===== config.mk =====
export PLATFORM = sky130hd
export DESIGN_NAME = amp_fault_protection_sequencer
export DESIGN_NICKNAME = d
export VERILOG_FILES = /design/src/amp_prot_pkg.sv /design/src/amp_fault_protection_sequencer.sv
export SDC_FILE = /design/constraint.sdc
export NUM_CORES = 1
export LEC_CHECK = 0
export ABC_AREA = 1
export BUFFER_PORTS_ARGS = -buffer_cell sky130_fd_sc_hd__buf_2
export CAP_MARGIN = 20
export CORE_MARGIN = 2
export CORE_UTILIZATION = 60
export CTS_CLUSTER_DIAMETER = 120
export DETAILED_ROUTE_END_ITERATION = 10
export PLACE_DENSITY = 0.86
export SLEW_MARGIN = 10
export SYNTH_ARGS = -nofsm -noshare
export SYNTH_HDL_FRONTEND = slang
export SYNTH_SLANG_ARGS = --single-unit

===== constraint.sdc =====
create_clock -name clock_i -period 2.52 [get_ports clock_i]
set_clock_uncertainty 0.2 [all_clocks]
set_input_delay 0.252 -clock clock_i [delete_from_list [all_inputs] [get_ports clock_i]]
set_output_delay 0.252 -clock clock_i [all_outputs]
set_load 0.01 [all_outputs]

===== src/amp_prot_pkg.sv =====
// package: constants and types for the amplifier protection sequencer
package amp_prot_pkg;
    localparam int unsigned CLK_FREQ_HZ       = 50_000_000;
    localparam int unsigned RESTART_MS        = 100;
    localparam int unsigned RESTART_CYCLES    = (CLK_FREQ_HZ / 1000) * RESTART_MS;
    localparam int unsigned OCP_LIMIT_US      = 100;
    localparam int unsigned OCP_LIMIT_CYCLES  = (CLK_FREQ_HZ / 1_000_000) * OCP_LIMIT_US;
    localparam int unsigned MUTE_HOLD_MS      = 50;
    localparam int unsigned MUTE_HOLD_CYCLES  = (CLK_FREQ_HZ / 1000) * MUTE_HOLD_MS;
    localparam int unsigned SOFTOFF_US        = 200;
    localparam int unsigned SOFTOFF_CYCLES    = (CLK_FREQ_HZ / 1_000_000) * SOFTOFF_US;
    localparam int unsigned FOLD_STEP_US      = 20;
    localparam int unsigned FOLD_STEP_CYCLES  = (CLK_FREQ_HZ / 1_000_000) * FOLD_STEP_US;
    localparam int unsigned CNT_W             = 23;
    localparam int unsigned FOLD_W            = 4;
    localparam logic [3:0]  FOLD_MAX          = 4'hc;
    localparam logic [1:0]  MODE_STANDBY      = 2'h0;
    localparam logic [1:0]  MODE_MUTE         = 2'h1;
    localparam logic [1:0]  MODE_OPERATE      = 2'h2;

    typedef struct packed {
        logic temp_fold;
        logic over_temp;
        logic current_limit;
        logic low_z_short;
        logic rail_short;
        logic under_volt;
        logic over_volt;
        logic supply_unbalance;
    } fault_in_t;

    typedef enum logic [2:0] {
        ST_STANDBY,
        ST_WINDOW,
        ST_MUTE,
        ST_OPERATE,
        ST_SOFTOFF,
        ST_SHUTDOWN
    } seq_state_t;
endpackage : amp_prot_pkg


===== src/amp_fault_protection_sequencer.sv =====
// amplifier fault protection and startup sequencer
`timescale 1ns/1ps
module amp_fault_protection_sequencer
    import amp_prot_pkg::*;
(
    input  wire logic             clock_i,          // 50 MHz oscillator clock
    input  wire logic             srst_i,           // synchronous reset, active high
    input  wire logic [1:0]       mode_i,           // standby / mute / operating
    input  wire fault_in_t        fault_i,          // analog comparator indications
    input  wire logic             internal_clk_i,   // internal oscillator in use
    output logic                  power_stage_en_o, // output switching enable
    output logic                  input_stage_en_o, // VI input stages enable
    output logic                  current_clamp_o,  // clamp output current
    output logic [FOLD_W-1:0]     gain_reduce_o,    // gain foldback, 0.5 dB steps
    output logic                  window_test_o,    // rail-short test active
    output logic                  fault_out_o,      // diagnostic overcurrent output
    output logic [2:0]            state_o           // sequencer state
);
    // =====================================================================
    // input synchronisers
    fault_in_t  flt_meta;
    fault_in_t  flt;
    logic [1:0] mode_meta;
    logic [1:0] mode;
    logic       iclk_meta;
    logic       iclk;

    always_ff @(posedge clock_i) begin
        flt_meta  <= fault_i;
        flt       <= flt_meta;
        mode_meta <= mode_i;
        mode      <= mode_meta;
        iclk_meta <= internal_clk_i;
        iclk      <= iclk_meta;
    end

    // =====================================================================
    // fault classification
    seq_state_t       state;
    seq_state_t       next_state;
    logic [CNT_W-1:0] ocp_cnt;
    logic [CNT_W-1:0] tmr;
    logic [FOLD_W-1:0] fold;
    logic [CNT_W-1:0] fold_tmr;
    logic             ocp_trip;
    logic             prev_standby;

    wire ocp_timeout  = flt.current_limit && (ocp_cnt >= CNT_W'(OCP_LIMIT_CYCLES - 1));
    wire ocp_shutdown = flt.low_z_short || ocp_timeout;
    // shutdown-class faults; rail short is deliberately absent: it only stalls startup
    wire hard_fault   = flt.over_temp || flt.over_volt || flt.supply_unbalance
                      || ocp_shutdown;
    wire any_fault    = hard_fault || flt.under_volt || ocp_trip;
    wire standby_req  = (mode == MODE_STANDBY);
    wire enter_window = prev_standby && !standby_req;
    wire running      = (state == ST_MUTE) || (state == ST_OPERATE);

    // =====================================================================
    // overcurrent limiting timer and latch
    always_ff @(posedge clock_i) begin
        if (srst_i || !flt.current_limit || !running) begin
            ocp_cnt <= '0;
        end else if (ocp_cnt != CNT_W'(OCP_LIMIT_CYCLES - 1)) begin
            ocp_cnt <= ocp_cnt + CNT_W'(1);
        end
    end

    // latch holds the trip until reset: as a fault it keeps reloading the restart delay, so fault output stays up
    always_ff @(posedge clock_i) begin
        if (srst_i) begin
            ocp_trip <= 1'b0;
        end else if (running && ocp_shutdown) begin
            ocp_trip <= 1'b1;
        end else if (state == ST_SHUTDOWN && tmr == '0 && !hard_fault) begin
            ocp_trip <= 1'b0;
        end
    end

    // =====================================================================
    // sequencer
    always_comb begin
        next_state = state;
        case (state)
            ST_STANDBY: begin
                if (enter_window) begin
                    next_state = ST_WINDOW;
                end
            end
            ST_WINDOW: begin
                if (standby_req) begin
                    next_state = ST_STANDBY;
                end else if (hard_fault) begin
                    next_state = ST_SHUTDOWN;
                end else if (!flt.rail_short) begin
                    next_state = ST_MUTE;
                end
            end
            ST_MUTE, ST_OPERATE: begin
                if (hard_fault) begin
                    next_state = ST_SHUTDOWN;
                end else if (flt.under_volt) begin
                    next_state = ST_SOFTOFF;
                end else if (standby_req) begin
                    next_state = ST_STANDBY;
                end else if (state == ST_MUTE && mode == MODE_OPERATE && tmr == '0) begin
                    next_state = ST_OPERATE;
                end else if (state == ST_OPERATE && mode == MODE_MUTE) begin
                    next_state = ST_MUTE;
                end
            end
            ST_SOFTOFF: begin
                if (hard_fault || tmr == '0) begin
                    next_state = ST_SHUTDOWN;
                end
            end
            ST_SHUTDOWN: begin
                if (standby_req) begin
                    next_state = ST_STANDBY;
                end else if (!any_fault && tmr == '0) begin
                    next_state = ST_WINDOW;
                end
            end
            default: next_state = ST_STANDBY;
        endcase
    end

    // soft-off ramp only when the internal clock keeps running
    wire [CNT_W-1:0] softoff_load = iclk ? CNT_W'(SOFTOFF_CYCLES - 1) : CNT_W'(0);

    always_ff @(posedge clock_i) begin
        if (srst_i) begin
            state        <= ST_STANDBY;
            tmr          <= '0;
            prev_standby <= 1'b1;
        end else begin
            state        <= next_state;
            prev_standby <= standby_req;
            if (next_state == ST_SHUTDOWN && any_fault) begin
                tmr <= CNT_W'(RESTART_CYCLES - 1);
            end else if (state == ST_WINDOW && next_state == ST_MUTE) begin
                tmr <= CNT_W'(MUTE_HOLD_CYCLES - 1);
            end else if (state != ST_SOFTOFF && next_state == ST_SOFTOFF) begin
                tmr <= softoff_load;
            end else if (tmr != '0) begin
                tmr <= tmr - CNT_W'(1);
            end
        end
    end

    // =====================================================================
    // thermal gain foldback: one step per interval, up or down
    always_ff @(posedge clock_i) begin
        if (srst_i) begin
            fold     <= '0;
            fold_tmr <= '0;
        end else if (fold_tmr != '0) begin
            fold_tmr <= fold_tmr - CNT_W'(1);
        end else begin
            fold_tmr <= CNT_W'(FOLD_STEP_CYCLES - 1);
            if (flt.temp_fold && fold != FOLD_MAX) begin
                fold <= fold + FOLD_W'(1);
            end else if (!flt.temp_fold && fold != '0) begin
                fold <= fold - FOLD_W'(1);
            end
        end
    end

    // =====================================================================
    // registered outputs
    always_ff @(posedge clock_i) begin
        if (srst_i) begin
            power_stage_en_o <= 1'b0;
            input_stage_en_o <= 1'b0;
            current_clamp_o  <= 1'b0;
            gain_reduce_o    <= '0;
            window_test_o    <= 1'b0;
            fault_out_o      <= 1'b0;
            state_o          <= 3'h0;
        end else begin
            power_stage_en_o <= (next_state == ST_MUTE) || (next_state == ST_OPERATE)
                              || (next_state == ST_SOFTOFF);
            input_stage_en_o <= (next_state == ST_OPERATE);
            current_clamp_o  <= flt.current_limit && running;
            gain_reduce_o    <= fold;
            window_test_o    <= (next_state == ST_WINDOW);
            fault_out_o      <= (flt.current_limit && running) || ocp_trip;
            state_o          <= 3'(next_state);
        end
    end
endmodule : amp_fault_protection_sequencer


==> results.py <==
metrics = {
    "run_status": {
        "status": "finished, violations left",
        "violations": "negative setup slack",
    },
    "pwr": {
        "p_seq_share_pct": 34.4,
        "pwr-share-comb_pct": 49.1,
        "peakVddDrop_mv": 0.7803,
        "swShare_pct": 45.24,
        "power.net_switching_mw": 3.106,
        "p_clk_share_pct": 16.5,
        "power_density_mw_per_mm2": 1070,
        "p_int_mw": 3.760,
        "p_leak_nw": 2.864,
    },
    "logic_synthesis": {
        "ys_ff_latch": 109,
        "yosysTopAreaCell": "dfxtp_1",
        "syn-cell-area_sq_mm": 0.005041,
        "synth_enable_flop_cells": 0,
        "synth_top_area_share_pct": 43.29,
        "synthTopCellsByArea": "dfxtp_1, nor2_1, nand2_1",
        "avgSynthCellArea_sq_um": 7.060,
        "yosysSeqAreaShare_pct": 43.29,
        "syn_nets": 733,
        "ys.flop_type": "dfxtp_1",
        "ys_async_sr_fraction_pct": 0,
        "syn_inst": 714,
        "ys_types": 39,
        "yosys_warnings": 0,
    },
    "route": {
        "wl_um": 15760,
        "drtPass1Iterations": 6,
        "met1_length_um": 5754,
        "avgViaCountPerCell": 5.871,
        "topRoutingLayerUsed": "met4",
        "dr_wl_met3_um": 1281,
        "postRouteAntennaNets": 0,
        "dr_total_vias": 5401,
        "drt_iter0_drc": 601,
        "dr_wl_met2_um": 7838,
        "wl_per_cell_um": 17.13,
        "drc": 0,
    },
    "setup_path": {
        "critPathKind": "register to register",
        "max_stage_delay_ns": 0.36,
        "crit_cells": 19,
        "critPathMostFrequentCell": "nor2_1",
        "cp_top_family": "simple AND/OR/NAND/NOR gates",
        "critPathSlowestCell": "dfxtp_2",
        "r2r-start": "ocp_cnt[3]",
        "ff2ff_path_depth": 19,
        "crit_arrival_ns": 2.81,
        "setup.worst_path.end_class": "register",
        "path_cells": "nor2_1 -> nand2_1 -> nor2_1 -> nor2_1 -> nor2_2 -> nand2_2 -> nand2_4 -> buf_6 -> nand4_4 -> nand2_4 -> nand2_4 -> nor3_4 -> buf_6 -> nand3_4 -> buf_6 -> nand2_1 -> inv_1 -> nor2_1 -> nor2_1",
        "crit-reg2reg-capture": "tmr[1]",
        "startpoint_type": "register",
        "required_ns": 2.63,
        "ff2ff_setup_slack_ns": -0.18,
        "startpoint": "ocp_cnt[3]",
        "crit_path_max_fanout": 6,
        "path_buf_inv": 4,
    },
    "timing": {
        "min_period_ns": 2.702,
        "rsz0062_at_grt": "true",
        "hold_viol": 0,
        "tightest_slew_ns": 0.4795,
        "fin_crit_sh_pct": 107.2,
        "finalSetupViolations": 23,
        "slew_headroom_pct": 67.74,
        "whs_ns": 0.1418,
        "slew_viol_final": 0,
        "fin_ws_ns": -0.1820,
        "fmax_mhz": 370.1,
    },
    "layout": {
        "diodes": 0,
        "layout_common_cells": "nor2_1, nand2_1, inv_1",
        "seq_area_sq_mm": 0.002211,
        "fillers": 523,
        "finish.utilization_pct": 78.47,
        "drive_gt1_share_pct": 24.17,
        "final_common_cell": "nor2_1",
        "multi_input_comb_area_sq_mm": 0.002733,
        "nNetsFinal": 829,
        "syn2layout_area_growth_pct": 27.25,
    },
    "min_path": {
        "hold_start": "flt_meta[2]",
        "whs_endpoint": "flt[2]",
        "hp-class": "register to register",
        "worstHoldPathCells": 0,
    },
    "global_routing": {
        "overflow": 0,
        "grt_usage_pct": 28.55,
        "antenna_found_initial": 0,
        "grt_pass1_vias": 4701,
        "grt_pass1_wl_um": 20590,
        "grt_max_degree": 31,
    },
    "clock_network": {
        "clockRootBuffer": "clkbuf_8",
        "htreeDepth": 3,
        "cts_sinks": 109,
        "clk_path_buf_depth": 2,
        "clk_latency_ns": 0.40,
        "clk_pin_slew_worst_paths_ns": 0.13,
        "tritoncts": "done",
        "cts_buffers": 9,
    },
    "floorplan": {
        "num_rows": 33,
        "die_h_um": 95.66,
        "core_area_sq_mm": 0.008175,
        "initial_core_util_pct": 61.66,
        "io_pins": 25,
        "die_x_um": 95.66,
        "die_area_sq_mm": 0.009151,
    },
    "placement": {
        "dp_hpwl_um": 8787,
        "place_congestion": 0.9376,
        "place_ws_ns": -0.1004,
        "port_buffers": 24,
    },
    "job": {
        "max_cap_violations": 0,
    },
}
## cells by family after synthesis
| group | Yosys count | synth area share, % |
|---|---|---|
| simple gates | 366 | 32.12 |
| buf+inv | 118 | 9.059 |
| flops | 109 | 43.29 |
| compound gates | 92 | 9.903 |
| xor+xnor | 23 | 3.996 |
| fa+ha+maj | 6 | 1.638 |
## final cells by class
type / instances / area share, %
inverters: 108 / 6.398
clock inverters: 7 / 1.424
repair buffers: 93 / 11.14
multi-input cells: 489 / 42.60
clock buffers: 9 / 1.931
flip-flops and latches: 109 / 34.46
well taps: 105 / 2.048
## power by group through the flow
stage,Sequential (mW),Clock (mW),Combinational (mW)
after floorplan,2.32,0,1.91
after global placement,2.34,0,2.48
after detailed placement,2.35,0,2.59
after CTS,2.32,1.12,2.69
after global routing,2.39,1.21,3.62
final,2.36,1.13,3.37
## layer usage
metal,GRT usage (%),up-vias
li1,-,2479
met2,50.47,336
met5,0,-
met4,11.55,0
met1,34.13,2477
met3,4.980,109
## what timing repair did
item                                    in CTS  in global routing
endpoints found under the hold margin       11                  0
cloned                                       0                  2
setup buffers                                4                 22
hold buffers                                11                  0
pin swaps                                    4                 39
gates resized for setup                      9                106
endpoints found under the setup margin      22                 34
## stage by stage
| step | std cells | instance area, sq um | power (mW) | TNS (ns) |
|---|---|---|---|---|
| after detailed placement | 865 | 5482 | 4.947 | -0.9961 |
| after floorplan | 714 | 5041 | 4.231 | 0 |
| after global placement | 865 | 5482 | 4.816 | 0 |
| after CTS | 896 | 5871 | 6.126 | -0.002755 |
| after global routing | 920 | 6415 | 7.217 | -6.716 |
| final | 920 | 6415 | 6.866 | -2.680 |
## flip-flops by register name, indices dropped and copies added, names as in the netlist
register,count
iclk_meta,1
tmr,23
gain_reduce_o,4
state_o,3
iclk,1
mode,2
fault_out_o,1
ocp_trip,1
prev_standby,1
flt_meta,8
input_stage_en_o,1
fold,4
flt,8
window_test_o,1
mode_meta,2
ocp_cnt,23
power_stage_en_o,1
fold_tmr,23
current_clamp_o,1
## Yosys cell counts (2+ instances only)
master,count
nor2_1,138
nand3_4,2
a21oi_1,47
xnor2_1,7
or2_2,5
nor3_1,18
clkbuf_1,6
nor2_2,7
nand2_2,4
o21ai_0,27
a31oi_1,7
or3_1,2
buf_2,2
nand4_1,22
inv_1,105
dfxtp_1,109
o21a_1,2
ha_1,5
nand3_1,29
nor4_1,8
clkinv_1,2
o31ai_1,2
xor2_1,16
nand2_1,126
a21oi_2,2
## worst reg2reg max path, stage by stage, from the launching register on
cell	delay, ns
dfxtp_2	0.36
nor2_1	0.10
nand2_1	0.10
nor2_1	0.11
nor2_1	0.06
nor2_2	0.12
nand2_2	0.09
nand2_4	0.12
buf_6	0.12
nand4_4	0.09
nand2_4	0.11
nand2_4	0.06
nor3_4	0.22
buf_6	0.16
nand3_4	0.15
buf_6	0.19
nand2_1	0.07
inv_1	0.06
nor2_1	0.10
nor2_1	0.05
## worst max-delay path by stage
stage | endpoint | slack, ns
3_3_place_gp | tmr[0] | 0.07
5_1_grt | tmr[10] | -0.38
3_5_place_dp | tmr[0] | -0.10
4_1_cts | tmr[0] | -0.003
6_report | tmr[1] | -0.18
2_1_floorplan | tmr[11] | 0.25
Note: power is estimated with default switching activity, not from simulation.
